[config.mk]
export PLATFORM = sky130hd
export DESIGN_NAME = hub_descriptor_config_bank
export DESIGN_NICKNAME = d
export VERILOG_FILES = /design/src/hub_cfg_pkg.sv /design/src/maker_text_store.sv /design/src/hub_descriptor_config_bank.sv
export SDC_FILE = /design/constraint.sdc
export NUM_CORES = 1
export LEC_CHECK = 0
export ABC_AREA = 1
export BUFFER_PORTS_ARGS = -buffer_cell sky130_fd_sc_hd__buf_2
export CAP_MARGIN = 10
export CORE_UTILIZATION = 32
export CTS_CLUSTER_SIZE = 8
export DETAILED_ROUTE_END_ITERATION = 6
export PLACE_DENSITY = 0.52
export SYNTH_ARGS = -nofsm -noshare
export SYNTH_HDL_FRONTEND = slang
export SYNTH_SLANG_ARGS = --single-unit
[constraint.sdc]
create_clock -name clk_i -period 2.74 [get_ports clk_i]
set_input_delay 0.411 -clock clk_i [delete_from_list [all_inputs] [get_ports clk_i]]
set_output_delay 0.411 -clock clk_i [all_outputs]
set_load 0.02 [all_outputs]
[src/hub_cfg_pkg.sv]
// constants for the hub descriptor configuration bank
package hub_cfg_pkg;
    // configuration map offsets
    localparam logic [7:0] OFS_SP_POWER = 8'h0c;
    localparam logic [7:0] OFS_BP_POWER = 8'h0d;
    localparam logic [7:0] OFS_SP_CUR = 8'h0e;
    localparam logic [7:0] OFS_BP_CUR = 8'h0f;
    localparam logic [7:0] OFS_SETTLE = 8'h10;
    localparam logic [7:0] OFS_LANG_HI = 8'h11;
    localparam logic [7:0] OFS_LANG_LO = 8'h12;
    localparam logic [7:0] OFS_MAKER_LEN = 8'h13;
    localparam logic [7:0] OFS_ITEM_LEN = 8'h14;
    localparam logic [7:0] OFS_UNIT_LEN = 8'h15;
    localparam logic [7:0] OFS_TEXT_FIRST = 8'h16;
    localparam logic [7:0] OFS_TEXT_LAST = 8'h53;
    localparam logic [7:0] OFS_CFG_LAST = OFS_UNIT_LEN;
    // byte-register indices, offset minus OFS_SP_POWER
    localparam int CFG_COUNT = 10;
    localparam logic [3:0] IDX_SP_POWER = 4'h0;
    localparam logic [3:0] IDX_BP_POWER = 4'h1;
    localparam logic [3:0] IDX_SP_CUR = 4'h2;
    localparam logic [3:0] IDX_BP_CUR = 4'h3;
    localparam logic [3:0] IDX_SETTLE = 4'h4;
    localparam logic [3:0] IDX_LANG_HI = 4'h5;
    localparam logic [3:0] IDX_LANG_LO = 4'h6;
    localparam logic [3:0] IDX_MAKER_LEN = 4'h7;
    localparam logic [3:0] IDX_ITEM_LEN = 4'h8;
    localparam logic [3:0] IDX_UNIT_LEN = 4'h9;
    // reset values
    localparam logic [7:0] RST_CTRL_CURRENT = 8'h32;
    localparam logic [7:0] RST_PLAIN = 8'h00;
    // limits and units
    localparam logic [7:0] MAX_TEXT_CHARS = 8'h1f;
    localparam logic [7:0] CURRENT_LIMIT = 8'h32;
    localparam int UNIT_SHIFT = 1;
    localparam int TEXT_BYTES = 62;
    // settle step timing
    localparam int SETTLE_STEP_MS = 2;
    localparam int CLK_HZ = 100_000_000;
    localparam int SETTLE_STEP_CYCLES = SETTLE_STEP_MS * (CLK_HZ / 1000);
    // pin slots in the input synchroniser
    localparam int PIN_MODE = 0;
    localparam int PIN_STRINGS = 1;
    localparam int PIN_START = 2;
    localparam int PIN_COUNT = 3;
endpackage

[src/maker_text_store.sv]
// byte store of the utf-16le maker text
`timescale 1ns/1ns
`default_nettype none
module maker_text_store (
    input wire logic clk_i,
    input wire logic rst_i,
    input wire logic wr_en_i,
    input wire logic [5:0] wr_idx_i,
    input wire logic [7:0] wr_data_i,
    input wire logic [5:0] rd_idx_i,
    output logic [7:0] rd_byte_o,
    input wire logic [4:0] char_idx_i,
    output logic [15:0] char_o
);
    logic [7:0] text_r [0:hub_cfg_pkg::TEXT_BYTES-1];
    logic [5:0] lo_idx;
    logic [5:0] hi_idx;

    // low byte at the even address, high byte right after it
    assign lo_idx = {char_idx_i, 1'b0};
    assign hi_idx = {char_idx_i, 1'b1};
    // index 31 and offsets past the store would land outside the array, so they read as zero
    assign char_o = (hi_idx < 6'(hub_cfg_pkg::TEXT_BYTES)) ? {text_r[hi_idx], text_r[lo_idx]}
                                                           : {2{hub_cfg_pkg::RST_PLAIN}};
    assign rd_byte_o = (rd_idx_i < 6'(hub_cfg_pkg::TEXT_BYTES)) ? text_r[rd_idx_i] : hub_cfg_pkg::RST_PLAIN;

    always_ff @(posedge clk_i) begin
        if (rst_i) begin
            for (int i = 0; i < hub_cfg_pkg::TEXT_BYTES; i++) begin
                text_r[i] <= hub_cfg_pkg::RST_PLAIN;
            end
        end else if (wr_en_i) begin
            text_r[wr_idx_i] <= wr_data_i;
        end
    end
endmodule
`default_nettype wire

[src/hub_descriptor_config_bank.sv]
// configuration register bank feeding the hub's usb descriptors
`timescale 1ns/1ns
`default_nettype none
module hub_descriptor_config_bank #(
    parameter int unsigned STEP_CYCLES = hub_cfg_pkg::SETTLE_STEP_CYCLES
) (
    input wire logic clk_i,
    input wire logic rst_i,
    input wire logic cfg_wr_i,
    input wire logic cfg_rd_i,
    input wire logic [7:0] cfg_addr_i,
    input wire logic [7:0] cfg_wdata_i,
    input wire logic self_powered_i,
    input wire logic string_support_i,
    input wire logic port_power_start_i,
    input wire logic [4:0] text_char_idx_i,
    output logic [7:0] cfg_rdata_o,
    output logic cfg_rvalid_o,
    output logic [7:0] desc_max_power_o,
    output logic [8:0] desc_max_power_ma_o,
    output logic [7:0] desc_ctrl_current_o,
    output logic [8:0] desc_ctrl_current_ma_o,
    output logic [7:0] peripheral_current_o,
    output logic [15:0] language_id_o,
    output logic [7:0] maker_len_o,
    output logic [7:0] item_len_o,
    output logic [7:0] unit_len_o,
    output logic length_over_o,
    output logic current_over_o,
    output logic [15:0] text_char_o,
    output logic settle_busy_o,
    output logic port_power_good_o
);
    localparam int PW = $clog2(STEP_CYCLES + 1);
    localparam logic [PW-1:0] STEP_LAST = PW'(STEP_CYCLES - 1);

    typedef enum logic [2:0] {
        ST_IDLE = 3'b001,
        ST_WAIT = 3'b010,
        ST_GOOD = 3'b100
    } settle_e;

    function automatic logic in_range(input logic [7:0] a, input logic [7:0] lo,
                                      input logic [7:0] hi);
        in_range = (a >= lo) && (a <= hi);
    endfunction

    function automatic logic [7:0] clamp_len(input logic [7:0] len, input logic on);
        if (!on) begin
            clamp_len = hub_cfg_pkg::RST_PLAIN;
        end else if (len > hub_cfg_pkg::MAX_TEXT_CHARS) begin
            clamp_len = hub_cfg_pkg::MAX_TEXT_CHARS;
        end else begin
            clamp_len = len;
        end
    endfunction

    logic [7:0] cfg_r [0:hub_cfg_pkg::CFG_COUNT-1];
    logic [hub_cfg_pkg::PIN_COUNT-1:0] pin_s1_r;
    logic [hub_cfg_pkg::PIN_COUNT-1:0] pin_s2_r;
    logic start_d_r;
    settle_e state_r;
    settle_e state_nxt;
    logic [7:0] steps_r;
    logic [7:0] steps_nxt;
    logic [PW-1:0] presc_r;
    logic [PW-1:0] presc_nxt;
    logic [7:0] rdata_r;
    logic rvalid_r;
    logic [7:0] max_power_r;
    logic [8:0] max_power_ma_r;
    logic [7:0] ctrl_cur_r;
    logic [8:0] ctrl_cur_ma_r;
    logic [7:0] periph_cur_r;
    logic [15:0] lang_r;
    logic [7:0] maker_len_r;
    logic [7:0] item_len_r;
    logic [7:0] unit_len_r;
    logic len_over_r;
    logic cur_over_r;
    logic [15:0] char_r;
    logic busy_r;
    logic good_r;

    wire mode_self = pin_s2_r[hub_cfg_pkg::PIN_MODE];
    wire strings_on = pin_s2_r[hub_cfg_pkg::PIN_STRINGS];
    wire start_rise = pin_s2_r[hub_cfg_pkg::PIN_START] && !start_d_r;
    wire hit_cfg = in_range(cfg_addr_i, hub_cfg_pkg::OFS_SP_POWER, hub_cfg_pkg::OFS_CFG_LAST);
    wire hit_text = in_range(cfg_addr_i, hub_cfg_pkg::OFS_TEXT_FIRST, hub_cfg_pkg::OFS_TEXT_LAST);
    wire [3:0] cfg_idx = 4'(cfg_addr_i - hub_cfg_pkg::OFS_SP_POWER);
    wire [5:0] text_idx = 6'(cfg_addr_i - hub_cfg_pkg::OFS_TEXT_FIRST);
    wire text_wr = cfg_wr_i && hit_text;
    wire [7:0] text_byte;
    wire [15:0] text_char;
    // unmapped offsets read as zero and swallow writes
    wire [7:0] rd_sel = hit_cfg ? cfg_r[cfg_idx] : (hit_text ? text_byte : 8'h00);

    // power mode picks which pair of figures the descriptors carry
    wire [7:0] power_sel = mode_self ? cfg_r[hub_cfg_pkg::IDX_SP_POWER]
                                     : cfg_r[hub_cfg_pkg::IDX_BP_POWER];
    wire [7:0] cur_sel = mode_self ? cfg_r[hub_cfg_pkg::IDX_SP_CUR]
                                   : cfg_r[hub_cfg_pkg::IDX_BP_CUR];
    wire [8:0] power_ma = 9'(power_sel) << hub_cfg_pkg::UNIT_SHIFT;
    wire [8:0] cur_ma = 9'(cur_sel) << hub_cfg_pkg::UNIT_SHIFT;
    wire [15:0] lang_sel = {cfg_r[hub_cfg_pkg::IDX_LANG_HI],
                            cfg_r[hub_cfg_pkg::IDX_LANG_LO]};
    wire over_any = (cfg_r[hub_cfg_pkg::IDX_MAKER_LEN] > hub_cfg_pkg::MAX_TEXT_CHARS)
                 || (cfg_r[hub_cfg_pkg::IDX_ITEM_LEN] > hub_cfg_pkg::MAX_TEXT_CHARS)
                 || (cfg_r[hub_cfg_pkg::IDX_UNIT_LEN] > hub_cfg_pkg::MAX_TEXT_CHARS);
    // software may still write a bad self-powered current, so it is flagged, not refused
    wire cur_bad = cfg_r[hub_cfg_pkg::IDX_SP_CUR] > hub_cfg_pkg::CURRENT_LIMIT;

    maker_text_store u_text (
        .clk_i(clk_i),
        .rst_i(rst_i),
        .wr_en_i(text_wr),
        .wr_idx_i(text_idx),
        .wr_data_i(cfg_wdata_i),
        .rd_idx_i(text_idx),
        .rd_byte_o(text_byte),
        .char_idx_i(text_char_idx_i),
        .char_o(text_char)
    );

    // pins pass two flops before anything looks at them
    always_ff @(posedge clk_i) begin
        if (rst_i) begin
            pin_s1_r <= '0;
            pin_s2_r <= '0;
            start_d_r <= 1'b0;
        end else begin
            pin_s1_r <= {port_power_start_i, string_support_i, self_powered_i};
            pin_s2_r <= pin_s1_r;
            start_d_r <= pin_s2_r[hub_cfg_pkg::PIN_START];
        end
    end

    generate
        for (genvar g = 0; g < hub_cfg_pkg::CFG_COUNT; g++) begin : g_cfg
            localparam logic [7:0] RST_V = (g == hub_cfg_pkg::IDX_SP_CUR
                || g == hub_cfg_pkg::IDX_BP_CUR) ? hub_cfg_pkg::RST_CTRL_CURRENT
                                                 : hub_cfg_pkg::RST_PLAIN;
            always_ff @(posedge clk_i) begin
                if (rst_i) begin
                    cfg_r[g] <= RST_V;
                end else if (cfg_wr_i && hit_cfg && cfg_idx == 4'(g)) begin
                    cfg_r[g] <= cfg_wdata_i;
                end
            end
        end
    endgenerate

    // settle timer: steps of STEP_CYCLES each
    always_comb begin
        state_nxt = state_r;
        steps_nxt = steps_r;
        presc_nxt = presc_r;
        case (state_r)
            ST_IDLE, ST_GOOD: begin
                if (start_rise) begin
                    steps_nxt = cfg_r[hub_cfg_pkg::IDX_SETTLE];
                    presc_nxt = STEP_LAST;
                    state_nxt = (cfg_r[hub_cfg_pkg::IDX_SETTLE] == 8'h00) ? ST_GOOD : ST_WAIT;
                end
            end
            ST_WAIT: begin
                if (presc_r != '0) begin
                    presc_nxt = presc_r - PW'(1);
                end else if (steps_r == 8'h01) begin
                    state_nxt = ST_GOOD;
                end else begin
                    steps_nxt = steps_r - 8'h01;
                    presc_nxt = STEP_LAST;
                end
            end
            default: begin
                state_nxt = ST_IDLE;
            end
        endcase
    end

    always_ff @(posedge clk_i) begin
        if (rst_i) begin
            state_r <= ST_IDLE;
            steps_r <= 8'h00;
            presc_r <= '0;
            busy_r <= 1'b0;
            good_r <= 1'b0;
        end else begin
            state_r <= state_nxt;
            steps_r <= steps_nxt;
            presc_r <= presc_nxt;
            busy_r <= state_nxt == ST_WAIT;
            good_r <= state_nxt == ST_GOOD;
        end
    end

    always_ff @(posedge clk_i) begin
        if (rst_i) begin
            rdata_r <= 8'h00;
            rvalid_r <= 1'b0;
            max_power_r <= 8'h00;
            max_power_ma_r <= 9'h000;
            ctrl_cur_r <= 8'h00;
            ctrl_cur_ma_r <= 9'h000;
            periph_cur_r <= 8'h00;
            lang_r <= 16'h0000;
            maker_len_r <= 8'h00;
            item_len_r <= 8'h00;
            unit_len_r <= 8'h00;
            len_over_r <= 1'b0;
            cur_over_r <= 1'b0;
            char_r <= 16'h0000;
        end else begin
            rdata_r <= cfg_rd_i ? rd_sel : 8'h00;
            rvalid_r <= cfg_rd_i;
            max_power_r <= power_sel;
            max_power_ma_r <= power_ma;
            ctrl_cur_r <= cur_sel;
            ctrl_cur_ma_r <= cur_ma;
            // compound peripheral always reports no draw of its own
            periph_cur_r <= 8'h00;
            lang_r <= lang_sel;
            maker_len_r <= clamp_len(cfg_r[hub_cfg_pkg::IDX_MAKER_LEN], strings_on);
            item_len_r <= clamp_len(cfg_r[hub_cfg_pkg::IDX_ITEM_LEN], strings_on);
            unit_len_r <= clamp_len(cfg_r[hub_cfg_pkg::IDX_UNIT_LEN], strings_on);
            len_over_r <= strings_on && over_any;
            cur_over_r <= cur_bad;
            char_r <= text_char;
        end
    end

    assign cfg_rdata_o = rdata_r;
    assign cfg_rvalid_o = rvalid_r;
    assign desc_max_power_o = max_power_r;
    assign desc_max_power_ma_o = max_power_ma_r;
    assign desc_ctrl_current_o = ctrl_cur_r;
    assign desc_ctrl_current_ma_o = ctrl_cur_ma_r;
    assign peripheral_current_o = periph_cur_r;
    assign language_id_o = lang_r;
    assign maker_len_o = maker_len_r;
    assign item_len_o = item_len_r;
    assign unit_len_o = unit_len_r;
    assign length_over_o = len_over_r;
    assign current_over_o = cur_over_r;
    assign text_char_o = char_r;
    assign settle_busy_o = busy_r;
    assign port_power_good_o = good_r;

    // helper logic watched only by the checks below
    logic [31:0] wait_cnt_r;
    logic [7:0] loaded_r;
    always_ff @(posedge clk_i) begin
        if (rst_i) begin
            wait_cnt_r <= 32'h0;
            loaded_r <= 8'h00;
        end else if (start_rise && state_r != ST_WAIT) begin
            wait_cnt_r <= 32'h0;
            loaded_r <= cfg_r[hub_cfg_pkg::IDX_SETTLE];
        end else if (state_r == ST_WAIT) begin
            wait_cnt_r <= wait_cnt_r + 32'h1;
        end
    end
endmodule
`default_nettype wire

==> flow_summary.toml, run 1 <==
[finish]
area_growth_syn_to_layout_pct = 22.4
layout-drive-gt1-share = 0.149
layout.nets = 4698
fin_util = 0.394

[clock_tree]
clk_pin_slew_worst_paths_ps = 60
htreeDepth = 3
cts_sinks = 713
postCtsSetupRepairBufs = 0
cts_tree = "yes"
cts_made_buffers = 99
cts_root_buf = "clkbuf_16"
clockBufferDepth = 3
insertion_delay_ps = 710

[sta]
worst_pin_slew_ps = 1050
finalHoldViolCount = 0
clock_skew_ps = 28.9
fmax_mhz = 431
fin_crit_sh = 0.848
setup_viol = 0
relSlewSlack = 0.298
tns_ps = 0
period_minus_slack_ps = 2320
rsz0062_at_grt = "no"
hold_slack_ps = 85.8
finalMaxSlewViolations = 0

[logic_synthesis]
yosysWarnings = 0
synth_xor_area_frac = 0.00169
ys_seq_elements = 713
synth_cells = 4351
ys_seq_area_frac = 0.558
yosys.area_share.simple = 0.274
syn_area_um2 = 36200
synth_adder_area_share = 0.00415
synth_top_area_frac = 0.491
ys_top_cells_by_count = "nor2_1 (1385), nand2_1 (722), edfxtp_1 (592)"
yosysMostFrequentCell = "nor2_1"
synth_area_leaders = "edfxtp_1 (49%), nor2_1 (14%), nand2_1 (7.5%)"
synth-edff-count = 592
synth_top_family_by_area = "simple AND/OR/NAND/NOR gates"
synth_ff_type = "edfxtp_1"
yosys.area.top_type = "edfxtp_1"
synthMuxAreaShare = 0.00304
synth_compound_area_frac = 0.0988
syn_avg_cell_area_um2 = 8.32
synthArstFlopShare = 0
synth_cell_types = 45

[setup_path]
critPathArrivalTime_ps = 2890
start_kind = "flip-flop"
end_kind = "flip-flop"
path_common_cell = "nand3_1"
path_buf_inv = 1
path_delay_family = "simple AND/OR/NAND/NOR gates"
critPathKind = "reg2reg"
path_cells = "o21ai_0, nand3_1, nand3_1, nor4b_1, buf_4, nor2_1"
worstPathRequired_ps = 3310
cpPeakStageDelay_ps = 690
cp_slowest_cell = "nor4b_1"
crit_fanout = 2

[floorplan]
die-area_um2 = 114000
rows = 123
die_w_um = 338
start_util = 0.322
num_io_pins = 139
dieHeight_um = 338
coreArea_um2 = 112000

[routing]
drt-wirelength-per-cell_um = 23.8
drcViolationCount = 0
routed_wl_um = 148000
drtPass1Iterations = 6
dr_total_vias = 32900
vias_per_cell = 5.27
drt_iter0_markers = 4158
final_antenna_net_count = 0

[global_routing]
grt_max_degree = 73
antenna_found_initial = 8
grt_pass1_wl_um = 213000
track_usage = 0.253
grt_pass1_vias = 30600
grt-ovfl-total = 0

[power_and_ir_drop]
power_density_nw_per_um2 = 673
finalPower_mw = 29.8
power.switching_mw = 8.95
pwr-share-seq = 0.434
switching_share = 0.300
pwr-share-comb = 0.170
vdd_ir_drop_max_mv = 0.446
leakagePower_nw = 18.6
clkPwrFrac = 0.395
internal-power_mw = 20.9

[placed_design]
routabilityCongestion = 0.963
io_buffers = 128
dpl.hpwl_um = 105000

[run_status]
status = "finished, final reports clean"

[hold_path]
holdCritPathClass = "in2reg"

[flow_run]
cap_violations = 0
==> per-layer routing <==
metal  track usage  up-vias  routed length, um
met2         0.392     1846              65800
met5             0        -                 30
met4         0.102        4               6010
met3        0.0400      279              13700
met1         0.353    15800              62800
li1              -    15000                  -
==> cell type report <==
type                       count  area [um^2]
antenna                        3         7.51
clock buffer                 176         2770
clock inverter                 8          165
fill                       11400        68000
inverter                     234          908
multi-input combinational   3123        13900
sequential                   713        20200
tap                         1500         1880
timing repair buffer         487         4480
==> state kept, by name, indices dropped and copies added, names as in the netlist, 8 cells and up <==
| signal | cells |
|---|---|
| language_id_o | 16 |
| unit_len_o | 8 |
| desc_ctrl_current_ma_o | 8 |
| presc_r | 18 |
| steps_r | 8 |
| desc_max_power_ma_o | 8 |
| u_text.text_r | 512 |
| text_char_o | 16 |
| maker_len_o | 8 |
| item_len_o | 8 |
| cfg_r | 80 |
| cfg_rdata_o | 8 |
==> stage by stage <==
| step | instance area [um^2] | setup slack (ps) | instances |
|---|---|---|---|
| after floorplan | 36300 | 219 | 4369 |
| after global placement | 41300 | -82.6 | 6047 |
| after detailed placement | 41300 | -15.2 | 6047 |
| after CTS | 44300 | 502 | 6241 |
| after global routing | 44300 | 202 | 6243 |
| final | 44300 | 417 | 6244 |
==> power groups by stage <==
stage          sequential, mW  combinational (mW)  clock (mW)
3_5_place_dp             13.1                4.99           0
5_1_grt                  13.0                5.52        12.4
4_1_cts                  12.9                5.02        12.0
6_report                 13.0                5.08        11.8
2_1_floorplan            13.0                2.91           0
3_3_place_gp             13.1                4.98           0
==> cells in the final DEF (no fill, tap or decap), drive strengths merged, types with 7 or more instances in the layout <==
master	count
nor3	12
a31oi	9
ha	12
edfxtp	592
clkbuf	177
inv	230
o221ai	24
conb	19
nand4	31
mux2i	11
nor2	1398
or2	13
o22ai	24
o211ai	31
o2111ai	10
dlygate4sd3	10
a22oi	10
nand3	179
dfxtp	121
clkinv	11
a21oi	168
o21ai	332
buf	476
nor4	7
nand2	786
o221a	9
==> what timing repair did <==
action                                  4_1_cts  5_1_grt
hold buffers                                 10        0
endpoints found under the setup margin        0        0
hold endpoints to repair                     17        0
gates resized for setup                       0        0
==> path summary, 6_finish.rpt <==
kind,start,endpoint,slack (ps),depth (start not counted)
max,u_text.text_r[41][4],text_char_o[12],420,6
min,cfg_wdata_i[3],u_text.text_r[63][3],90,1
max reg2reg,u_text.text_r[41][4],text_char_o[12],420,6
min reg2reg,pin_s1_r[1],pin_s2_r[1],400,2
==> cells by family (layout without fill, tap and decap cells) <==
family / Yosys count / in the layout
AO/OA/AOI/OAI: 637 / 637
XOR/XNOR: 7 / 7
adder cells (fa/ha/maj): 12 / 12
buffers and inverters: 533 / 905
flip-flops: 713 / 713
multiplexers: 11 / 11
other: 1 / 22
AND/OR/NAND/NOR: 2437 / 2437
Note: power is estimated with default switching activity, not from simulation.
==> inputs of run 2 (changes only) <==
- PLACE_DENSITY: 0.52 -> 0.53
- clock period: 2.74 -> 2.05 ns (I/O delays scaled with it)
==> flow_summary.toml, run 2 (same netlist as run 1, synthesis figures left out) <==
[run_status]
status = "finished, violations left"
violations = "DRC, setup timing"

[sta]
finalMaxSlewViolations = 0
finalHoldViolCount = 0
setup_viol = 4
fmax_mhz = 472
fin_ws_ps = -69.2
hold_slack_ps = 118
relSlewSlack = 0.400
clock_skew_ps = 42.0
rsz0062_at_grt = "yes"
fin_crit_sh = 1.03
worst_pin_slew_ps = 886
period_minus_slack_ps = 2120

[finish]
layout.nets = 4801
largest_register_ff_count = 512
layout-drive-gt1-share = 0.185
reg_top3 = "u_text.text_r (512), cfg_r (80), presc_r (18)"
layout.cells.most_common_list = "nor2_1 (1376), nand2_1 (656), edfxtp_1 (592)"
layoutNonFillerInstCount = 6322
top_register = "u_text.text_r"
fillers = 11300
diodes = 0
final_common_cell = "nor2_1"
area_growth_syn_to_layout_pct = 25.5

[power_and_ir_drop]
leakagePower_nw = 19.1
vdd_ir_drop_max_mv = 0.696
power_density_nw_per_um2 = 889

[clock_tree]
cts_sinks = 713
cts_root_buf = "clkbuf_16"
htreeDepth = 3
cts_made_buffers = 101
insertion_delay_ps = 720
clk_pin_slew_worst_paths_ps = 50
clockBufferDepth = 3
cts_tree = "yes"
postCtsSetupRepairBufs = 0

[global_routing]
grt-ovfl-total = 0
use_met1 = 0.353
grt_max_degree = 50
busiest_layer = "met2"
track_usage = 0.254
use_met2 = 0.395
grt_pass1_vias = 31200
grt_pass1_wl_um = 214000
met3_usage = 0.0382
antenna_found_initial = 2

[floorplan]
die-area_um2 = 114000
die_w_um = 338
num_io_pins = 139
coreArea_um2 = 112000
rows = 123
start_util = 0.322
dieHeight_um = 338

[hold_path]
holdCritPathClass = "in2reg"

[placed_design]
dpl.hpwl_um = 107000
io_buffers = 128
routabilityCongestion = 1.01
dp.cells = 6147

[routing]
drtPass1Iterations = 7
vias_per_cell = 5.27
routed_wl_um = 149000
dr_total_vias = 33300
drcViolationCount = 4
drt-wirelength-per-cell_um = 23.5
drt_iter0_markers = 4258
final_antenna_net_count = 0

[setup_path]
cp_slowest_cell = "edfxtp_1"
critPathArrivalTime_ps = 2700
cpPeakStageDelay_ps = 420
end_kind = "flip-flop"
critPathKind = "reg2reg"
worstPathRequired_ps = 2630
crit_fanout = 2
start_kind = "flip-flop"
path_cells = "o21ai_0, o211ai_1, nand3_1, buf_4, nand4_1, and3_1"

[flow_run]
cap_violations = 0
run 2: report_power, final:
group          internal, mW  switching, mW
combinational          2.43           4.79
sequential             16.6          0.672
clock                  9.26           6.59
total                  28.3           12.1
run 2: repair_timing:
| item | CTS | global route |
|---|---|---|
| resized for setup | 4 | 9 |
| hold buffers | 11 | 0 |
| endpoints found under the setup margin | 3 | 24 |
| hold endpoints to repair | 19 | 0 |
run 2: final timing paths:
| kind | startpoint | to | slack, ps | cells past startpoint |
|---|---|---|---|---|
| worst min register to register | pin_s1_r[0] | pin_s2_r[0] | 410 | 2 |
| worst max-delay path | u_text.text_r[35][2] | text_char_o[10] | -70 | 6 |
| worst max register to register | u_text.text_r[35][2] | text_char_o[10] | -70 | 6 |
| worst min-delay path | cfg_rd_i | cfg_rvalid_o | 120 | 3 |
run 2: through the flow:
stage | power [mW] | utilization | setup WS (ps) | TNS (ps) | cell area, um^2
6_report | 40.4 | 0.404 | -69.2 | -194 | 45400
3_3_place_gp | 24.6 | 0.377 | -919 | -405540 | 42300
2_1_floorplan | 21.3 | - | -108 | -42380 | 36600
5_1_grt | 41.9 | 0.404 | -2.61 | -2.61 | 45400
4_1_cts | 40.5 | 0.404 | 13.0 | 0 | 45400
3_5_place_dp | 24.6 | 0.377 | -868 | -376060 | 42300
run 2: cell type report:
class / count / area [um^2] / area share
clock buffers: 152 / 2740 / 0.0603
clock inverters: 12 / 195 / 0.00430
inverters: 234 / 912 / 0.0201
multi-input cells: 3123 / 14300 / 0.315
flip-flops and latches: 713 / 20200 / 0.445
well taps: 1500 / 1880 / 0.0413
repair buffers: 588 / 5200 / 0.114
run 2: critical path: cells and delay by family, from the launching register on:
| family | cells | cell delay, ps |
|---|---|---|
| buffers and inverters | 1 | 160 |
| DFF | 1 | 420 |
| AOI/OAI and AO/OA | 2 | 550 |
| and+or+nand+nor | 3 | 860 |
run 2: per-layer routing:
layer  vias up  wire length [um]
met2      1834             66200
met1     16000             63700
met5         -                10
met4         2              6270
li1      15200                 -
met3       322             12700
